`src/pkg/usb_ep_map.svh`:
```
`ifndef USB_EP_MAP_SVH
`define USB_EP_MAP_SVH

// Endpoint control word field positions
`define EP_NAK_BIT 17
`define EP_PID_BIT 16
`define EP_STATUS_W 32

// Reset values
`define EP_NAK_RST 1'h0
`define EP_PID_RST 1'h0

// Data PID encoding
`define EP_PID_DATA0 1'h0
`define EP_PID_DATA1 1'h1

// Response buffer depth
`define EP_BUF_DEPTH 2

`endif

```
`src/pkg/usb_ep_pkg.sv`:
```
package usb_ep_pkg;

   typedef enum logic [1:0] {
      EP_CONTROL,
      EP_ISO,
      EP_BULK,
      EP_INTR
   } ep_type_t;

   typedef enum logic [1:0] {
      TOK_OUT,
      TOK_IN,
      TOK_SETUP
   } tok_t;

   typedef enum logic [1:0] {
      RESP_ACK,
      RESP_NAK,
      RESP_DATA,
      RESP_ZLP
   } resp_kind_t;

   typedef struct packed {
      resp_kind_t kind;
      logic pid;
   } resp_t;

endpackage

```
`src/pkg/resp_if.sv`:
```
`timescale 1ns/1ps

interface resp_if;
   logic inValid;
   logic inReady;
   usb_ep_pkg::resp_t inData;
   logic outValid;
   logic outReady;
   usb_ep_pkg::resp_t outData;

   modport buffer (
      input inValid,
      output inReady,
      input inData,
      output outValid,
      input outReady,
      output outData
   );

   modport user (
      output inValid,
      input inReady,
      output inData,
      input outValid,
      output outReady,
      input outData
   );
endinterface

```
`src/logic/resp_buffer.sv`:
```
`timescale 1ns/1ps
`include "usb_ep_map.svh"

module resp_buffer (
   input wire logic clock,
   input wire logic srst,
   resp_if.buffer port
);
   usb_ep_pkg::resp_t mem [0:`EP_BUF_DEPTH-1];
   logic wrPtr_reg;
   logic rdPtr_reg;
   logic [1:0] count_reg;
   logic [1:0] count_next;
   logic push;
   logic pop;
   logic inReady_reg;
   logic outValid_reg;
   logic rdPtr_next;
   usb_ep_pkg::resp_t outData_reg;

   assign push = port.inValid && inReady_reg;
   assign pop = port.outValid && port.outReady;
   assign port.inReady = inReady_reg;
   assign port.outValid = outValid_reg;
   assign port.outData = outData_reg;
   assign rdPtr_next = pop ? ~rdPtr_reg : rdPtr_reg;

   always_comb begin
      count_next = count_reg;
      if (push && !pop) begin
         count_next = count_reg + 2'h1;
      end else if (pop && !push) begin
         count_next = count_reg - 2'h1;
      end
   end

   always_ff @(posedge clock) begin
      if (srst) begin
         wrPtr_reg <= 1'h0;
         rdPtr_reg <= 1'h0;
         count_reg <= 2'h0;
         inReady_reg <= 1'h1;
         outValid_reg <= 1'h0;
      end else begin
         if (push) begin
            wrPtr_reg <= ~wrPtr_reg;
         end
         if (pop) begin
            rdPtr_reg <= ~rdPtr_reg;
         end
         count_reg <= count_next;
         inReady_reg <= (count_next != 2'h2);
         outValid_reg <= (count_next != 2'h0);
      end
   end

   always_ff @(posedge clock) begin
      if (push) begin
         mem[wrPtr_reg] <= port.inData;
      end
   end

   // Head kept in a register so the outputs come from flip-flops
   always_ff @(posedge clock) begin
      if (push && (wrPtr_reg == rdPtr_next)) begin
         outData_reg <= port.inData;
      end else begin
         outData_reg <= mem[rdPtr_next];
      end
   end
endmodule // resp_buffer

```
`src/logic/usb_endpoint_nak_pid_control.sv`:
```
// Functional notes
// [RULE1] Bit 17 reads 1 while NAKing, 0 while handshakes follow FIFO; resets 0.
// [RULE2] NAK state is set by software request or by the controller alike.
// [RULE3] OUT endpoint in NAK state accepts no data, even with FIFO room.
// [RULE4] Non-isochronous IN endpoint in NAK state sends no data, even if pending.
// [RULE5] Isochronous IN endpoint in NAK state answers each IN with zero-length packet.
// [RULE6] SETUP data is always acknowledged, whatever the NAK state.
// [RULE7] Bit 16 shows next data PID for interrupt and bulk endpoints; resets 0.
// [RULE8] Software sets the first data PID after enabling the endpoint.
// [RULE9] Force-DATA1 and force-DATA0 commands load the data PID field.
// [RULE10] For isochronous IN, bit 16 selects even or odd transmit frames.
// [RULE11] Software programs the frame parity for isochronous IN endpoints.
// [RULE12] Data PID field encodes DATA0 as 0 and DATA1 as 1.
// [RULE13] Each acknowledged interrupt or bulk transaction toggles the data PID.
`timescale 1ns/1ps
`include "usb_ep_map.svh"

module usb_endpoint_nak_pid_control (
   input wire logic clock,
   input wire logic srst,
   input wire usb_ep_pkg::ep_type_t epType,
   input wire logic epDirIn,
   input wire logic appSetNak,
   input wire logic appClearNak,
   input wire logic ctrlSetNak,
   input wire logic forceData0Pid,
   input wire logic forceData1Pid,
   input wire logic tokenValid,
   output logic tokenReady,
   input wire usb_ep_pkg::tok_t tokenKind,
   input wire logic frameOdd,
   input wire logic txFifoHasData,
   input wire logic rxFifoHasRoom,
   input wire logic hostAck,
   output logic respValid,
   input wire logic respReady,
   output usb_ep_pkg::resp_kind_t respKind,
   output logic respPid,
   output logic nakState,
   output logic dataPidSelect,
   output logic [`EP_STATUS_W-1:0] epStatus
);
   // ***************************************************
   // Declarations
   // ***************************************************
   resp_if respBus ();
   logic nakState_reg;
   logic nakState_next;
   logic pid_reg;
   logic pid_next;
   logic inFlight_reg;
   logic [`EP_STATUS_W-1:0] epStatus_reg;
   logic tokenTake;
   logic seqType;
   logic toggleNow;
   usb_ep_pkg::resp_t resp;

   assign tokenTake = tokenValid && respBus.inReady;
   assign seqType = (epType == usb_ep_pkg::EP_BULK) || (epType == usb_ep_pkg::EP_INTR);

   // ***************************************************
   // Response decision
   // ***************************************************
   always_comb begin
      resp.kind = usb_ep_pkg::RESP_NAK;
      resp.pid = `EP_PID_DATA0;
      case (tokenKind)
         usb_ep_pkg::TOK_SETUP: begin
            resp.kind = usb_ep_pkg::RESP_ACK; // see [RULE6]
         end
         usb_ep_pkg::TOK_OUT: begin
            if (!nakState_reg && rxFifoHasRoom) begin // see [RULE3]
               resp.kind = usb_ep_pkg::RESP_ACK;
            end
         end
         usb_ep_pkg::TOK_IN: begin
            if (epType == usb_ep_pkg::EP_ISO) begin
               resp.kind = usb_ep_pkg::RESP_ZLP; // see [RULE5]
               if (!nakState_reg && txFifoHasData && (frameOdd == pid_reg)) begin // see [RULE10]
                  resp.kind = usb_ep_pkg::RESP_DATA;
               end
            end else if (!nakState_reg && txFifoHasData) begin // see [RULE4]
               resp.kind = usb_ep_pkg::RESP_DATA;
               resp.pid = pid_reg; // see [RULE7]
            end
         end
         default: begin
            resp.kind = usb_ep_pkg::RESP_NAK;
         end
      endcase
   end

   assign respBus.inValid = tokenValid;
   assign respBus.inData = resp;
   assign respBus.outReady = respReady;

   resp_buffer respBuffer (
      .clock(clock),
      .srst(srst),
      .port(respBus)
   );

   // ***************************************************
   // NAK state
   // ***************************************************
   always_comb begin
      nakState_next = nakState_reg;
      if (appClearNak) begin
         nakState_next = 1'h0;
      end
      if (appSetNak || ctrlSetNak) begin // see [RULE2]
         nakState_next = 1'h1;
      end
   end

   always_ff @(posedge clock) begin
      if (srst) begin
         nakState_reg <= `EP_NAK_RST; // see [RULE1]
      end else begin
         nakState_reg <= nakState_next;
      end
   end

   // ***************************************************
   // Data PID and frame parity
   // ***************************************************
   assign toggleNow = seqType && ((hostAck && inFlight_reg) ||
      (tokenTake && tokenKind == usb_ep_pkg::TOK_OUT && resp.kind == usb_ep_pkg::RESP_ACK));

   always_comb begin
      pid_next = pid_reg;
      if (toggleNow) begin
         pid_next = ~pid_reg; // see [RULE13]
      end
      if (forceData1Pid) begin
         pid_next = `EP_PID_DATA1; // see [RULE9] [RULE12]
      end else if (forceData0Pid) begin
         pid_next = `EP_PID_DATA0; // see [RULE9] [RULE12]
      end
   end

   always_ff @(posedge clock) begin
      if (srst) begin
         pid_reg <= `EP_PID_RST; // see [RULE7]
      end else begin
         pid_reg <= pid_next;
      end
   end

   always_ff @(posedge clock) begin
      if (srst) begin
         inFlight_reg <= 1'h0;
      end else if (tokenTake) begin
         inFlight_reg <= epDirIn && seqType && (resp.kind == usb_ep_pkg::RESP_DATA);
      end else if (hostAck) begin
         inFlight_reg <= 1'h0;
      end
   end

   // ***************************************************
   // Status word
   // ***************************************************
   always_ff @(posedge clock) begin
      if (srst) begin
         epStatus_reg <= '0;
      end else begin
         epStatus_reg <= '0;
         epStatus_reg[`EP_NAK_BIT] <= nakState_next; // see [RULE1]
         epStatus_reg[`EP_PID_BIT] <= pid_next; // see [RULE7] [RULE10]
      end
   end

   assign tokenReady = respBus.inReady;
   assign respValid = respBus.outValid;
   assign respKind = respBus.outData.kind;
   assign respPid = respBus.outData.pid;
   assign nakState = nakState_reg;
   assign dataPidSelect = pid_reg;
   assign epStatus = epStatus_reg;

   // ***************************************************
   // Checks
   // ***************************************************
   property p_nak_reset;
      @(posedge clock) srst |=> !nakState && !dataPidSelect;
   endproperty
   a_nak_reset: assert property (p_nak_reset) else $error("state not cleared by reset"); // see [RULE1]

   property p_nak_set;
      @(posedge clock) disable iff (srst)
         (appSetNak || ctrlSetNak) |=> nakState && epStatus[`EP_NAK_BIT];
   endproperty
   a_nak_set: assert property (p_nak_set) else $error("NAK request not taken"); // see [RULE2]

   property p_out_nak;
      @(posedge clock) disable iff (srst)
         tokenTake && nakState && tokenKind == usb_ep_pkg::TOK_OUT
         |-> resp.kind == usb_ep_pkg::RESP_NAK;
   endproperty
   a_out_nak: assert property (p_out_nak) else $error("OUT data taken while NAKing"); // see [RULE3]

   property p_in_nak;
      @(posedge clock) disable iff (srst)
         tokenTake && nakState && tokenKind == usb_ep_pkg::TOK_IN && epType != usb_ep_pkg::EP_ISO
         |-> resp.kind == usb_ep_pkg::RESP_NAK;
   endproperty
   a_in_nak: assert property (p_in_nak) else $error("IN data sent while NAKing"); // see [RULE4]

   property p_iso_zlp;
      @(posedge clock) disable iff (srst)
         tokenTake && nakState && tokenKind == usb_ep_pkg::TOK_IN && epType == usb_ep_pkg::EP_ISO
         |-> resp.kind == usb_ep_pkg::RESP_ZLP;
   endproperty
   a_iso_zlp: assert property (p_iso_zlp) else $error("isochronous NAK not zero length"); // see [RULE5]

   property p_setup_ack;
      @(posedge clock) disable iff (srst)
         tokenTake && tokenKind == usb_ep_pkg::TOK_SETUP |-> resp.kind == usb_ep_pkg::RESP_ACK;
   endproperty
   a_setup_ack: assert property (p_setup_ack) else $error("SETUP not acknowledged"); // see [RULE6]

   property p_force_pid;
      @(posedge clock) disable iff (srst)
         forceData1Pid |=> dataPidSelect == 1'h1 && epStatus[`EP_PID_BIT] == 1'h1;
   endproperty
   a_force_pid: assert property (p_force_pid) else $error("force DATA1 not loaded"); // see [RULE9]

   property p_force_pid0;
      @(posedge clock) disable iff (srst)
         forceData0Pid && !forceData1Pid |=> dataPidSelect == 1'h0;
   endproperty
   a_force_pid0: assert property (p_force_pid0) else $error("force DATA0 not loaded"); // see [RULE12]

   property p_toggle;
      @(posedge clock) disable iff (srst)
         hostAck && inFlight_reg && seqType && !forceData0Pid && !forceData1Pid
         |=> dataPidSelect != $past(dataPidSelect);
   endproperty
   a_toggle: assert property (p_toggle) else $error("data PID did not toggle"); // see [RULE13]
endmodule // usb_endpoint_nak_pid_control

```
`config.mk`:
```
export PLATFORM = sky130hd
export DESIGN_NAME = usb_endpoint_nak_pid_control
export DESIGN_NICKNAME = d
export VERILOG_FILES = /design/src/pkg/usb_ep_pkg.sv /design/src/pkg/resp_if.sv /design/src/logic/resp_buffer.sv /design/src/logic/usb_endpoint_nak_pid_control.sv
export VERILOG_INCLUDE_DIRS = /design/src /design/src/pkg
export SDC_FILE = /design/constraint.sdc
export NUM_CORES = 1
export LEC_CHECK = 0
export ABC_AREA = 0
export BUFFER_PORTS_ARGS = -buffer_cell sky130_fd_sc_hd__buf_4
export CAP_MARGIN = 20
export CORE_UTILIZATION = 35
export CTS_CLUSTER_DIAMETER = 150
export DETAILED_ROUTE_END_ITERATION = 16
export HOLD_SLACK_MARGIN = 0.15
export PLACE_DENSITY_LB_ADDON = 0.15
export SKIP_CTS_REPAIR_TIMING = 1
export SLEW_MARGIN = 20
export SYNTH_ARGS = -nofsm -noshare
export SYNTH_HDL_FRONTEND = slang
export SYNTH_HIERARCHICAL = 1
export SYNTH_SLANG_ARGS = --single-unit
```
`constraint.sdc`:
```
create_clock -name clock -period 1.12 [get_ports clock]
set_input_delay 0.112 -clock clock [delete_from_list [all_inputs] [get_ports clock]]
set_output_delay 0.112 -clock clock [all_outputs]
set_load 0.01 [all_outputs]
```
==> results.py <==
metrics = {
    "run_status": {
        "outcome": "finished, violations left",
        "violations": "setup timing",
    },
    "yosys": {
        "synth_area_per_cell_um2": 9.632,
        "synth_ff_type": "dfxtp_1",
        "ys_warn_count": 6,
        "yosysSeqAreaShare": 0.3725,
        "syn_area_um2": 1021,
        "synth_seq_cells": 16,
        "async_flop_share": 0,
        "netlist_instances": 106,
        "synth_edf_count": 6,
        "synth_cell_types": 34,
    },
    "cells_and_area": {
        "final_nets": 167,
        "finish.utilization": 0.5036,
        "drive_gt1_frac": 0.3986,
        "n_antenna_cell": 0,
        "largest_register_ffs": 6,
        "area_growth_pct": 36.03,
    },
    "placement": {
        "place.gp.congestion": 0.8141,
        "io_buffers": 26,
        "hpwl_mm": 1.440,
    },
    "power_and_ir_drop": {
        "power_leakage_uw": 0.0006488,
        "powerDensity_nw_per_um2": 1196,
        "irDropWorstVdd_mv": 0.8448,
    },
    "die": {
        "start_util": 0.3702,
        "die_x_um": 56.01,
        "die-area_um2": 3137,
        "die_height_um": 56.01,
        "rows": 19,
        "core_area_um2": 2758,
        "ioPinCount": 57,
    },
    "grt": {
        "grt_max_degree": 11,
        "grt_pass1_wl_mm": 3.001,
        "grt_remaining_overflow": 0,
        "grt_pass1_vias": 673,
        "grtUsageTotal": 0.1245,
        "antenna_found_initial": 0,
    },
    "drt": {
        "wl_mm": 1.909,
        "via_per_inst": 4.380,
        "drt_first_pass_iters": 5,
        "wl_per_cell_um": 10.66,
        "drc_errors": 0,
        "drtIter0Drc": 15,
        "ant_nets": 0,
        "dr_total_vias": 784,
    },
    "clock_tree": {
        "cts_buffer_depth": 2,
        "h-tree-depth": 1,
        "cts_sinks": 16,
        "cts_inserted_buffers": 3,
        "cts-root-buf": "clkbuf_4",
        "cts_tree": "built",
        "clkLatencyLatePin_ns": 0.29,
        "path_clk_slew_ns": 0.09,
    },
    "worst_setup_path": {
        "cp.arrival_ns": 1.09,
        "required_ns": 1.01,
        "end_kind": "primary output",
        "critical_path.max_fanout": 3,
        "worstSetupStartpointType": "flop",
        "worstSetupPathType": "flop to primary output",
    },
    "timing": {
        "tns_ns": -0.2956,
        "fmaxAchievable_mhz": 833.5,
        "worst_slack_ns": -0.07972,
        "fin_skew_ns": 0.001288,
        "rsz0062_at_grt": "yes",
        "min_period_over_period": 1.071,
        "layout_min_cycle_time_ns": 1.200,
        "finalSetupViolations": 7,
        "hold_viol": 0,
        "drv_slew": 0,
    },
    "hold_path": {
        "hold_path.class": "input port to flop",
    },
    "flow_run": {
        "cap_violations": 0,
    },
}
-- worst max-delay path: stages, from the launching register on --
cell and delay, ns:
dfxtp_4 0.38, mux2_4 0.30, buf_6 0.12
-- through the flow --
stage	instance area, um2	worst slack, ns	hold slack [ns]	instances	total power (uW)
detailed placement	1189	-0.05460	0.3597	167	1228
finish	1389	-0.07972	0.1234	179	1661
global placement	1189	-0.06051	0.3566	167	1219
floorplan	1142	0.02568	0.1714	135	1092
CTS	1215	-0.1624	0.04391	171	1548
global route	1389	-0.1191	0.1501	179	1759
-- where the power goes --
part / internal, uW / leakage, uW / switching [uW]
sequential: 685 / 0.000141 / 65.3
combinational: 328 / 0.000493 / 265
clock: 130 / 0.0000154 / 188
-- area by class of cell --
| type | instances | area (um2) |
|---|---|---|
| Sequential cell | 16 | 392.9 |
| Clock buffer | 3 | 22.52 |
| Tap cell | 31 | 38.79 |
| Inverter | 3 | 11.26 |
| Multi-Input combinational cell | 84 | 576.8 |
| Timing Repair Buffer | 41 | 342.8 |
| Fill cell | 263 | 1369 |
| Clock inverter | 1 | 3.754 |
-- cells in the mapped netlist (2+ instances only) --
| library cell | count | area [um2] |
|---|---|---|
| xor2_1 | 2 | 17.52 |
| buf_4 | 32 | 240.2 |
| nand2_1 | 2 | 7.510 |
| edfxtp_1 | 6 | 180.2 |
| nor2_1 | 6 | 22.52 |
| and3_2 | 2 | 15.01 |
| o21bai_1 | 2 | 15.01 |
| xnor2_1 | 2 | 17.52 |
| mux2_2 | 3 | 33.78 |
| inv_1 | 3 | 11.26 |
| nor3_1 | 2 | 10.01 |
| a21oi_1 | 5 | 25.02 |
| mux2i_1 | 4 | 40.04 |
| nand3_1 | 3 | 15.01 |
| dfxtp_1 | 10 | 200.2 |
| nand2b_1 | 3 | 18.77 |
| and2_1 | 2 | 12.51 |
-- layout by cell type, fill, tap and decap left out, types with 2 or more instances in the layout --
cell type / count
conb_1: 30
buf_4: 30
nor2_1: 6
dfxtp_1: 6
buf_6: 6
edfxtp_1: 6
a21oi_1: 5
dlygate4sd3_1: 5
mux2i_1: 4
inv_1: 3
clkbuf_4: 3
dfxtp_4: 3
mux2_4: 3
nand2b_1: 2
xnor2_1: 2
o21bai_1: 2
and2_1: 2
xor2_1: 2
nand3_2: 2
-- cell families (layout without fill, tap and decap cells) --
group / after synthesis / count (layout) / share of synthesized area
and+or+nand+nor: 30 / 30 / 0.1814
muxes: 7 / 7 / 0.07230
xor gates and xnor gates: 5 / 5 / 0.05026
AOI/OAI and AO/OA: 12 / 12 / 0.07353
buffers and inverters: 35 / 48 / 0.2463
DFF: 16 / 16 / 0.3725
other: 1 / 30 / 0.003673
-- final timing paths --
path,start,to,slack (ns),depth (start not counted)
worst max register to register,respBuffer/port.inReady$_SDFF_PP1_,inFlight_reg$_SDFFE_PP0P_,-0.02,3
worst max-delay path,flop,respKind[0],-0.08,2
worst min-delay path,forceData1Pid,epStatus[16]$_SDFF_PP0_,0.12,3
worst min register to register,respBuffer/rdPtr_reg$_SDFF_PP0_,flop,0.45,1
-- per-layer routing --
| metal | GRT usage | share of wire |
|---|---|---|
| met3 | 0.05116 | 0.072 |
| met1 | 0.1528 | 0.42 |
| met2 | 0.1973 | 0.50 |
| met5 | 0 | 0 |
| met4 | 0.04181 | 0.011 |
Power figures use the tool's default switching activity.
